<file path="config.mk">
export PLATFORM = sky130hd
export DESIGN_NAME = plc_cmd
export DESIGN_NICKNAME = d
export VERILOG_FILES = /design/src/plc_cmd.v
export VERILOG_INCLUDE_DIRS = /design/src
export SDC_FILE = /design/constraint.sdc
export NUM_CORES = 1
export LEC_CHECK = 0
export ABC_AREA = 1
export ABC_CLOCK_PERIOD_IN_PS = 5600
export BUFFER_PORTS_ARGS = -buffer_cell sky130_fd_sc_hd__buf_2
export CAP_MARGIN = 20
export CORE_MARGIN = 5
export CORE_UTILIZATION = 50
export CTS_CLUSTER_SIZE = 16
export DETAILED_ROUTE_END_ITERATION = 8
export PLACE_DENSITY = 0.72
export SLEW_MARGIN = 20
export SYNTH_ARGS = -nofsm -noshare
export SYNTH_HDL_FRONTEND = slang
export SYNTH_SLANG_ARGS = --single-unit
</file>
<file path="constraint.sdc">
create_clock -name CLK_SYS -period 5.6 [get_ports CLK_SYS]
set_input_delay 1.12 -clock CLK_SYS [delete_from_list [all_inputs] [get_ports CLK_SYS]]
set_output_delay 1.12 -clock CLK_SYS [all_outputs]
set_load 0.02 [all_outputs]
</file>
<file path="src/plc_map.vh">
// Command block word offsets, codes, limits and timing for the command engine
`ifndef PLC_MAP_VH
`define PLC_MAP_VH
// ----------------------------------------------------------------------------
// Command block word offsets
// ----------------------------------------------------------------------------
`define PLC_OFS_ERR      4'h0
`define PLC_OFS_CODE     4'h1
`define PLC_OFS_CONN     4'h2
`define PLC_OFS_PM       4'h3
`define PLC_OFS_PORT     4'h4
`define PLC_OFS_BAUD     4'h5
`define PLC_OFS_BITS     4'h6
`define PLC_OFS_PAR      4'h7
`define PLC_OFS_STOP     4'h8
`define PLC_OFS_HS       4'h9
`define PLC_OFS_OPT      4'ha
`define PLC_OFS_MTAB     4'hb
`define PLC_OFS_WCNT     4'h4
`define PLC_OFS_TMO      4'h6
`define PLC_OFS_SRC      4'h3
`define PLC_OFS_DST      4'h5
// ----------------------------------------------------------------------------
// Command codes and values
// ----------------------------------------------------------------------------
`define PLC_CMD_CREATE   16'h0001
`define PLC_CMD_CLOSE    16'h0002
`define PLC_CMD_WRITE    16'h0201
`define PLC_PM_PEER      16'h0024
`define PLC_CONN_MIN     16'h4b15
`define PLC_CONN_MAX     16'h4b63
`define PLC_WCNT_MAX     16'h0100
`define PLC_TMO_INF      16'h03e7
`define PLC_OPT_MODEM    16'h0001
`define PLC_HS_NONE      16'h0000
`define PLC_HS_SOFT      16'h0001
`define PLC_HS_HARD      16'h0002
`define PLC_HS_MODEM     16'h0006
`define PLC_PAR_NONE     16'h0000
`define PLC_PAR_ODD      16'h0001
`define PLC_PAR_EVEN     16'h0002
// ----------------------------------------------------------------------------
// Error codes (nonzero)
// ----------------------------------------------------------------------------
`define PLC_E_CODE       16'h0001
`define PLC_E_CONN       16'h0002
`define PLC_E_DUP        16'h0003
`define PLC_E_PORT       16'h0004
`define PLC_E_BUSY       16'h0005
`define PLC_E_PARAM      16'h0006
`define PLC_E_NOCONN     16'h0007
`define PLC_E_PM         16'h0008
`define PLC_E_COUNT      16'h0009
`define PLC_E_MODE       16'h000a
// ----------------------------------------------------------------------------
// Timing
// ----------------------------------------------------------------------------
`define PLC_CLK_HZ       100000000
`define PLC_TMO_DEF_S    9
`endif

</file>
<file path="src/plc_cmd.v">
// Command interpreter for peer link create, close and write-remote blocks
// ----------------------------------------------------------------------------
// Overview of operation
// Command code 1 starts a new peer protocol instance.
// Host picks an unused connection number 19221 to 19299.
// Protocol manager word must be 36 to select peer protocol.
// Host gives physical port 1 through 4.
// At most four connections, one per physical port.
// Chosen port must already be in host-selected mode.
// Create parameters override switch settings for that port.
// Host requests 7 data bits, odd parity, 1 stop bit.
// Parity 0 none, 1 odd, 2 even; stop bits 1 or 2.
// Baud words 300 to 19200 accepted and applied to port.
// Handshake 0 none, 1 software, 2 hardware, 6 modem RTS/CTS.
// Modem handshake raises RTS to send, waits for CTS.
// Option bit value 0x0001 enables modem control; others zero.
// With modem option, word 11 is modem table address.
// Host clears error word; failures write nonzero error code.
// Later commands with same connection go to that instance.
// Command code 2 closes the named connection.
// Closed instance frees its port and connection number.
// Host writes reserved words as zero.
// Write-remote block has the same layout as task-code master.
// Write-remote command code is 513.
// Write-remote word count lies between 1 and 256.
// Timeout 0 means about 9 s default; above 999 infinite.
// Bad, duplicate, invalid-port or busy create reports an error.
// ----------------------------------------------------------------------------
//
// The implementer's own choices: the plain strobed port and the address map.
`include "plc_map.vh"

module plc_cmd
#(
  parameter NPORT       = 4,
  parameter SEC_CYCLES  = `PLC_CLK_HZ
)
(
  // Clock and reset
  input  wire        CLK_SYS,
  input  wire        RESET,
  // Command block access: word index, data, strobes
  input  wire [3:0]  ADDR,
  input  wire [15:0] WDATA,
  input  wire        WR,
  input  wire        RD,
  output reg  [15:0] RDATA,
  // Start of command processing, done pulse
  input  wire        START,
  output reg         BUSY,
  output reg         DONE,
  // Host-selected mode per port, from switches
  input  wire [3:0]  PORT_MODE_SEL,
  // Modem lines per port
  input  wire [3:0]  CTS,
  output reg  [3:0]  RTS,
  // Per-port message to send and go permission
  input  wire [3:0]  TX_REQ,
  output reg  [3:0]  TX_GO,
  // Per-port status and configuration
  output reg  [3:0]  PORT_OPEN,
  output reg  [15:0] CFG_BAUD,
  output reg  [15:0] CFG_LINE,
  output reg  [15:0] CFG_MTAB,
  output reg  [1:0]  CFG_PORT,
  output reg         CFG_LOAD,
  // Write-remote request to the instance
  output reg         XFER_REQ,
  output reg  [1:0]  XFER_PORT,
  output reg  [15:0] XFER_SRC,
  output reg  [15:0] XFER_CNT,
  output reg  [15:0] XFER_DST,
  output reg  [31:0] XFER_TMO
);

  // --------------------------------------------------------------------------
  // Command block storage
  // --------------------------------------------------------------------------
  reg [15:0] blk [0:15];
  reg [15:0] conn_tab [0:NPORT-1];
  reg [3:0]  hs_modem;
  wire [3:0] cts_s2;
  wire [3:0] mode_s2;
  reg [15:0] next_err;
  integer    i;
  integer    j;

  wire [15:0] code = blk[`PLC_OFS_CODE];
  wire [15:0] conn = blk[`PLC_OFS_CONN];
  wire [15:0] port = blk[`PLC_OFS_PORT];
  wire [1:0]  pidx = port[1:0] - 2'h1;
  wire [15:0] baud = blk[`PLC_OFS_BAUD];
  wire [15:0] par  = blk[`PLC_OFS_PAR];
  wire [15:0] stp  = blk[`PLC_OFS_STOP];
  wire [15:0] bits = blk[`PLC_OFS_BITS];
  wire [15:0] hs   = blk[`PLC_OFS_HS];
  wire [15:0] opt  = blk[`PLC_OFS_OPT];
  wire [15:0] wcnt = blk[`PLC_OFS_WCNT];
  wire [15:0] tmo  = blk[`PLC_OFS_TMO];

  // --------------------------------------------------------------------------
  // Pin synchronisers: CTS and mode lines come from outside the clock
  // --------------------------------------------------------------------------
  plc_cmd_sync #(.WIDTH(NPORT)) cts_sync_inst
  (
    .clk  (CLK_SYS),
    .rst  (RESET),
    .din  (CTS),
    .dout (cts_s2)
  );

  plc_cmd_sync #(.WIDTH(NPORT)) mode_sync_inst
  (
    .clk  (CLK_SYS),
    .rst  (RESET),
    .din  (PORT_MODE_SEL),
    .dout (mode_s2)
  );

  // --------------------------------------------------------------------------
  // Lookup of connection number among open ports
  // --------------------------------------------------------------------------
  reg       hit;
  reg [1:0] hit_idx;
  always @*
  begin
    hit = 1'b0;
    hit_idx = 2'h0;
    for (i = 0; i < NPORT; i = i + 1)
      if (PORT_OPEN[i] && conn_tab[i] == conn)
      begin
        hit = 1'b1;
        hit_idx = i[1:0];
      end
  end

  wire conn_ok = conn >= `PLC_CONN_MIN && conn <= `PLC_CONN_MAX;
  wire port_ok = port >= 16'h0001 && port <= 16'h0004;
  wire par_ok  = par == `PLC_PAR_NONE || par == `PLC_PAR_ODD ||
                 par == `PLC_PAR_EVEN;
  wire stp_ok  = stp == 16'h0001 || stp == 16'h0002;
  wire bits_ok = bits == 16'h0007 || bits == 16'h0008;
  wire hs_ok   = hs == `PLC_HS_NONE || hs == `PLC_HS_SOFT ||
                 hs == `PLC_HS_HARD || hs == `PLC_HS_MODEM;
  wire opt_ok  = (opt & ~`PLC_OPT_MODEM) == 16'h0000;
  wire cnt_ok  = wcnt >= 16'h0001 && wcnt <= `PLC_WCNT_MAX;

  // Baud words are plain bit rates, 300 up to 19200
  reg        baud_ok;
  always @*
  begin
    case (baud)
      16'h012c,
      16'h0258,
      16'h04b0,
      16'h0960,
      16'h12c0,
      16'h2580,
      16'h4b00:
        baud_ok = 1'b1;
      default:
        baud_ok = 1'b0;
    endcase
  end

  // --------------------------------------------------------------------------
  // Command decode: error selection
  // --------------------------------------------------------------------------
  always @*
  begin
    next_err = 16'h0000;
    case (code)
      `PLC_CMD_CREATE:
      begin
        if (blk[`PLC_OFS_PM] != `PLC_PM_PEER)
          next_err = `PLC_E_PM;
        else if (!conn_ok)
          next_err = `PLC_E_CONN;
        else if (hit)
          next_err = `PLC_E_DUP;
        else if (!port_ok)
          next_err = `PLC_E_PORT;
        else if (!mode_s2[pidx])
          next_err = `PLC_E_MODE;
        else if (PORT_OPEN[pidx])
          next_err = `PLC_E_BUSY;
        else if (!(baud_ok && par_ok && stp_ok && bits_ok && hs_ok &&
                   opt_ok))
          next_err = `PLC_E_PARAM;
      end
      `PLC_CMD_CLOSE:
        if (!hit)
          next_err = `PLC_E_NOCONN;
      `PLC_CMD_WRITE:
      begin
        if (!hit)
          next_err = `PLC_E_NOCONN;
        else if (!cnt_ok)
          next_err = `PLC_E_COUNT;
      end
      default:
        next_err = `PLC_E_CODE;
    endcase
  end

  // Seconds to cycles; zero marks infinite. At full clock rate 32 bits
  // cannot hold long timeouts, so the count saturates instead of wrapping.
  localparam [31:0] SEC_CYC32 = SEC_CYCLES;
  localparam [31:0] DEF_CYC   = `PLC_TMO_DEF_S * SEC_CYCLES;
  wire [47:0] tmo_full = {32'h00000000, tmo} * {16'h0000, SEC_CYC32};
  wire        tmo_big  = tmo_full[47:32] != 16'h0000;
  wire [31:0] tmo_cyc =
    (tmo == 16'h0000) ? DEF_CYC :
    (tmo > `PLC_TMO_INF) ? 32'h00000000 :
    tmo_big ? 32'hffffffff :
    tmo_full[31:0];

  // --------------------------------------------------------------------------
  // Block access, execution and instance table
  // --------------------------------------------------------------------------
  always @(posedge CLK_SYS)
  begin
    if (RESET)
    begin
      for (j = 0; j < 16; j = j + 1)
        blk[j] <= 16'h0000;
      for (j = 0; j < NPORT; j = j + 1)
        conn_tab[j] <= 16'h0000;
      RDATA     <= 16'h0000;
      BUSY      <= 1'b0;
      DONE      <= 1'b0;
      PORT_OPEN <= 4'h0;
      hs_modem  <= 4'h0;
      CFG_BAUD  <= 16'h0000;
      CFG_LINE  <= 16'h0000;
      CFG_MTAB  <= 16'h0000;
      CFG_PORT  <= 2'h0;
      CFG_LOAD  <= 1'b0;
      XFER_REQ  <= 1'b0;
      XFER_PORT <= 2'h0;
      XFER_SRC  <= 16'h0000;
      XFER_CNT  <= 16'h0000;
      XFER_DST  <= 16'h0000;
      XFER_TMO  <= 32'h00000000;
    end
    else
    begin
      DONE     <= 1'b0;
      CFG_LOAD <= 1'b0;
      XFER_REQ <= 1'b0;
      if (RD)
        RDATA <= blk[ADDR];
      // Host writes ignored while a command executes
      if (WR && !BUSY)
        blk[ADDR] <= WDATA;
      if (START && !BUSY)
        BUSY <= 1'b1;
      else if (BUSY)
      begin
        BUSY <= 1'b0;
        DONE <= 1'b1;
        if (next_err != 16'h0000)
          blk[`PLC_OFS_ERR] <= next_err;
        else
          case (code)
            `PLC_CMD_CREATE:
            begin
              PORT_OPEN[pidx] <= 1'b1;
              conn_tab[pidx]  <= conn;
              hs_modem[pidx]  <= hs == `PLC_HS_MODEM;
              CFG_PORT <= pidx;
              CFG_BAUD <= baud;
              CFG_LINE <= {hs[3:0], opt[0], stp[1:0], par[1:0],
                           bits[3:0], 3'h0};
              CFG_MTAB <= opt[0] ? blk[`PLC_OFS_MTAB] : 16'h0000;
              CFG_LOAD <= 1'b1;
            end
            `PLC_CMD_CLOSE:
            begin
              PORT_OPEN[hit_idx] <= 1'b0;
              conn_tab[hit_idx]  <= 16'h0000;
              hs_modem[hit_idx]  <= 1'b0;
            end
            default:
            begin
              XFER_REQ  <= 1'b1;
              XFER_PORT <= hit_idx;
              XFER_SRC  <= blk[`PLC_OFS_SRC];
              XFER_CNT  <= wcnt;
              XFER_DST  <= blk[`PLC_OFS_DST];
              XFER_TMO  <= tmo_cyc;
            end
          endcase
      end
    end
  end

  // --------------------------------------------------------------------------
  // Modem handshake per port
  // --------------------------------------------------------------------------
  always @(posedge CLK_SYS)
  begin
    if (RESET)
    begin
      RTS     <= 4'h0;
      TX_GO   <= 4'h0;
    end
    else
    begin
      RTS   <= PORT_OPEN & hs_modem & TX_REQ;
      // Without modem handshake sending is not held back
      TX_GO <= PORT_OPEN & TX_REQ & (~hs_modem | cts_s2);
    end
  end

endmodule // plc_cmd

// ----------------------------------------------------------------------------
// Two-flop synchroniser for pins from outside the clock domain
// ----------------------------------------------------------------------------
module plc_cmd_sync
#(
  parameter WIDTH = 4
)
(
  // Clock and reset
  input  wire             clk,
  input  wire             rst,
  // Pin side and clock side
  input  wire [WIDTH-1:0] din,
  output reg  [WIDTH-1:0] dout
);

  // First stage may be metastable; only the second stage reads it
  reg [WIDTH-1:0] meta;

  always @(posedge clk)
  begin
    if (rst)
    begin
      meta <= {WIDTH{1'b0}};
      dout <= {WIDTH{1'b0}};
    end
    else
    begin
      meta <= din;
      dout <= meta;
    end
  end

endmodule // plc_cmd_sync

</file>
# Word level (Yosys, flattened, before mapping)
# Memories as Yosys holds them, arrays and structs flattened. A register that Yosys moved wholly into a read port is not among the register bits.
# Cells that the tools add are included.
dict set report word_totals {
  reg_bits 165
  mem_bits_rw 320
  inputBits 37
  output_inout_bits 164
  word_cells 184
  memories 2
}
# memory words word_bits read_ports rd_clocked_by_memory_dff wr line
set memory_table {}
lappend memory_table {blk 16 16 12 1 16 plc_cmd.v:79} ;# reg [15:0] blk [0:15];
lappend memory_table {conn_tab 4 16 4 0 4 plc_cmd.v:80} ;# reg [15:0] conn_tab [0:NPORT-1];
dict set report classes {
  add_sub_neg 1
  n_mul 1
  order_cmp 10
  n_eq_ne 24
  muxes 69
  bitwise 15
  reduce_logical 41
}
# cell n
set op_table {}
lappend op_table {{2-to-1 mux 32 bit} 3}
lappend op_table {{2-to-1 mux 16 bit} 5}
lappend op_table {{== test 16 x 1 -> 1 bit, second input constant} 4}
lappend op_table {{== test 16 bit} 4}
lappend op_table {{== test 16 x 2 -> 1 bit, second input constant} 4}
lappend op_table {{zero test 16 bit} 4}
lappend op_table {{case mux 16 bit (3 select lines)} 1}
lappend op_table {{OR reduction 16 bit} 3}
lappend op_table {{2-to-1 mux 1 bit} 38}
lappend op_table {{multiplier 16 x 19 -> 35 bit, second input constant} 1}
lappend op_table {{== test 16 x 10 -> 1 bit, second input constant} 2}
lappend op_table {{== test 16 x 3 -> 1 bit, second input constant} 2}
lappend op_table {{2-to-1 mux 4 bit} 8}
lappend op_table {{nonzero test 16 bit} 2}
lappend op_table {{bitwise AND 4 bit} 6}
lappend op_table {{== test 16 x 11 -> 1 bit, second input constant} 1}
lappend op_table {{== test 16 x 12 -> 1 bit, second input constant} 1}
lappend op_table {{== test 16 x 13 -> 1 bit, second input constant} 1}
lappend op_table {{== test 16 x 14 -> 1 bit, second input constant} 1}
lappend op_table {{== test 16 x 15 -> 1 bit, second input constant} 1}
lappend op_table {{== test 16 x 4 -> 1 bit, second input constant} 1}
lappend op_table {{== test 16 x 9 -> 1 bit, second input constant} 1}
lappend op_table {{greater-or-equal comparator 16 x 1 -> 1 bit, second input constant} 1}
lappend op_table {{greater-or-equal comparator 16 x 15 -> 1 bit, second input constant} 1}
lappend op_table {{26 further kinds} 65}

# Depth between registers and ports, before layout
# An unclocked memory read counts as a cell.
dict set report depth {
  ltp_word 26
  depth_mapped 32
  mapped_depth_nobuf 31
}

# Modules after synthesis
# From an unflattened synthesis, not the netlist that was laid out.
dict set report unflattened {
  cells_unflattened 3313
  area_unflattened_um2 28534.9
}
# mod instances cells_per_inst area_each_um2 seq_area_each_um2
set by_module_without_submodules {}
lappend by_module_without_submodules {plc_cmd 1 3263 28071.9 12772.2}
lappend by_module_without_submodules {plc_cmd_sync 2 25 231.5 160.2}

# Least setup slack after synthesis
# Ideal clock, no wire load.
dict set report synth_timing {
  path_type {reg2reg}
  start {mem blk[6][13]}
  end {reg XFER_TMO[17]}
  setup_ns 0.132
  arrival_ns 5.853
  required_time_ns 5.468
  path_slack_ns -0.385
  stages_incl_launch_ff 26
  path_buffers 1
  synth_period_minus_slack_ns 5.985
  path_cell_list {edfxtp_1 fa_1 inv_1 fa_1 inv_1 fa_1 fa_1 fa_1 inv_1 fa_1 inv_1 ha_1 nand2_1 nor3_1 nand4_1 nand4_1 nand2_1 nor2_1 nand2_1 nor2_1 clkbuf_1 nand3_1 nand2_1 nor2_1 nand4_1 a21oi_1}
}
# element line
set synth_rtl {}
lappend synth_rtl {{start, declared} plc_cmd.v:79}
lappend synth_rtl {{end signal, assigned} plc_cmd.v:291} ;# XFER_TMO <= tmo_cyc;
lappend synth_rtl {{end, declared} plc_cmd.v:73} ;# output reg [31:0] XFER_TMO

==> results.toml <==
[clock_tree]
cts_buffer_depth = 3
cts_tree = "done"
cts_sinks = 494
htree_levels = 2
root_buffer = "clkbuf_16"
numCtsBuffers = 50
clk_pin_slew_worst_paths_ns = 0.06
cts_hold_buf = 0
clock_latency_ns = 0.62

[sta]
max_clock_freq_mhz = 169
clock_skew_ns = 0.0378
rsz0062_at_grt = "true"
hold_viol = 0
finalSetupViolCount = 25
fin_crit_ns = 5.93
finalCritPeriodShare_pct = 106
fin_ws_ns = -0.329
slew_violations = 0
max-slew-margin-rel_pct = 27.3
max_slew.worst_pin.slew_ns = 1.08

[floorplanning]
rows = 87
dieHeight_um = 250
die_x_um = 250
io_pins = 201
start_util_pct = 50.7
die_area_um2 = 62300
core_area_um2 = 56600

[logic_synthesis]
synth_area_um2 = 28700
ys_seq_area_share_pct = 45.6
async_flop_share_pct = 0
yosys.area.top_type = "edfxtp_1"
synthTopCellsByCount = "nand2_1 (585), nor2_1 (584), inv_1 (480)"
avgSynthCellArea_um2 = 8.57
synth_edf_count = 320
yosysWarnings = 0
ys_types = 52
synth_top_area_share_pct = 33.5
synth-seq-cells = 494
synthFlopType = "edfxtp_1"
syn_inst = 3346
synth_area_leaders = "edfxtp_1 (34%), dfxtp_1 (12%), nand2_1 (7.7%)"
yosysMostFrequentCell = "nand2_1"

[run_status]
failed_checks = "setup timing"
status = "finished, violations left"

[place]
gp_congestion = 0.963
placed_area_um2 = 31600
io_buffer_count = 197
place_hpwl_um = 68800

[setup_path]
path_buf_inv = 6
r2r_cells = 27
worstPathMaxFanout = 12
critPathLaunchType = "register"
crit_cells = 27
critPathSlowestCell = "fa_2"
worst_path_largest_cell_delay_ns = 0.66
cp-end-kind = "register"
cp.arrival_ns = 6.37
critical_path_required_ns = 6.04
crit_type = "reg2reg"
crit_family = "adder cells"

[global_routing]
grtUsageTotal_pct = 28.5
grt_max_degree = 56
grt_pass1_vias = 23448
grt-ovfl-total = 0
grt_pass1_wl_um = 139000
antenna_found_initial = 2

[power_and_ir_drop]
powerDensity_nw_per_um2 = 401
peakVddDrop_mv = 0.415
p_leak_nw = 15.7

[routing]
postRouteAntennaNets = 0
drt_iter0_drc = 3221
drcViolationCount = 0
wirelength_um = 92500
dr_total_vias = 24997
wl_per_cell_um = 20.8
firstDrtPassIters = 6
viasPerCell = 5.63

[cells_and_area]
fin_util_pct = 58.9
drive_above_1_share_pct = 15.6
finalNetCount = 3920
areaGrowthSynthToFinish_pct = 16.3
stdcell_area_um2 = 33300

[min_path]
hold_depth = 2
worstHoldPathType = "reg2reg"

[run]
maxCapViolations = 0
==> sequential cells by signal (all words and copies together) (netlist names) <==
register / count
CFG_LOAD: 1
PORT_OPEN: 4
CFG_BAUD: 16
XFER_PORT: 2
hs_modem: 4
CFG_PORT: 2
XFER_SRC: 16
blk: 256
RDATA: 16
RTS: 4
mode_sync_inst.meta: 4
cts_sync_inst.meta: 4
mode_sync_inst.dout: 4
conn_tab: 64
XFER_REQ: 1
XFER_DST: 16
BUSY: 1
DONE: 1
TX_GO: 4
CFG_MTAB: 16
CFG_LINE: 13
cts_sync_inst.dout: 4
XFER_CNT: 16
XFER_TMO: 25
==> worst min-delay path, delay by kind of cell (launching register included) <==
kind	cells	cell delay (ns)
AND/OR/NAND/NOR	1	0.03
buffers and inverters	1	0.04
flip-flops	1	0.30
==> power breakdown <==
group	switching (mW)	internal [mW]
Clock	1.44	1.85
Sequential	0.0790	3.98
Combinational	3.49	2.54
Total	5.01	8.36
==> kinds of logic after synthesis <==
| kind of cell | count (synthesis) | share of synthesized area [%] |
|---|---|---|
| AND/OR/NAND/NOR | 1484 | 21.7 |
| AO/OA/AOI/OAI | 455 | 9.81 |
| adder cells (fa/ha/maj) | 238 | 13.2 |
| other | 1 | 0.0131 |
| XOR/XNOR | 28 | 0.855 |
| buffers and inverters | 646 | 8.79 |
| flip-flops | 494 | 45.6 |
==> per-layer routing <==
layer	global-route usage, %	part of all wire [%]	wire length (um)	vias up
met1	41.6	41	38100	11818
met2	43.7	44	41000	1395
li1	-	-	-	11590
met4	7.24	2.7	2480	0
met5	0	0	0	-
met3	6.19	12	10900	194
==> through the flow <==
step	hold WS [ns]	worst slack (ns)	instances	power [mW]	TNS, ns
2_1_floorplan	0.388	0.00585	3368	7.46	0
5_1_grt	0.417	-0.605	4441	14.1	-13.47
3_5_place_dp	0.397	-0.368	4347	9.65	-8.14
3_3_place_gp	0.389	-0.270	4347	9.66	-5.76
4_1_cts	0.410	-0.309	4440	13.1	-6.33
6_report	0.409	-0.329	4442	13.4	-6.84
==> worst paths after layout <==
kind | startpoint | to | slack (ns)
min reg2reg | cts_sync_inst.meta[2] | cts_sync_inst.dout[2] | 0.41
max reg2reg | blk[6][6] | XFER_TMO[10] | -0.33
min | cts_sync_inst.meta[2] | cts_sync_inst.dout[2] | 0.41
max | blk[6][6] | XFER_TMO[10] | -0.33
==> final cells by class <==
cell class              instances  area, um2
inverters                     499       1880
multi-input cells            2228      13500
flip-flops and latches        494      13100
clock inverters                15        134
fillers                      5016      23300
clock buffers                  77       1460
repair buffers                372       2330
well taps                     756        946
diodes                          1       2.50
==> cells in the final DEF (no fill, tap or decap), types with 27 or more instances in the layout <==
cell type | synthesis | final
nand4_1 | 52 | 52
edfxtp_1 | 320 | 320
a22oi_1 | 96 | 96
nor2_1 | 584 | 565
nand2_1 | 585 | 573
dfxtp_1 | 174 | 174
buf_2 | 20 | 197
o21ai_0 | 151 | 136
inv_1 | 480 | 472
nand3_1 | 182 | 179
nor2_2 | 16 | 27
clkbuf_16 | 0 | 52
fa_1 | 108 | 106
ha_1 | 130 | 121
o221ai_1 | 33 | 33
a31oi_1 | 39 | 39
buf_4 | 12 | 171
a21oi_1 | 94 | 86
==> what timing repair did <==
action / CTS / global route
pin swaps: 8 / 10
endpoints found under the setup margin: 25 / 25
buffers inserted: 0 / 1
resized for setup: 25 / 29
cloned: 1 / 0
(Power assumes the default switching activity.)
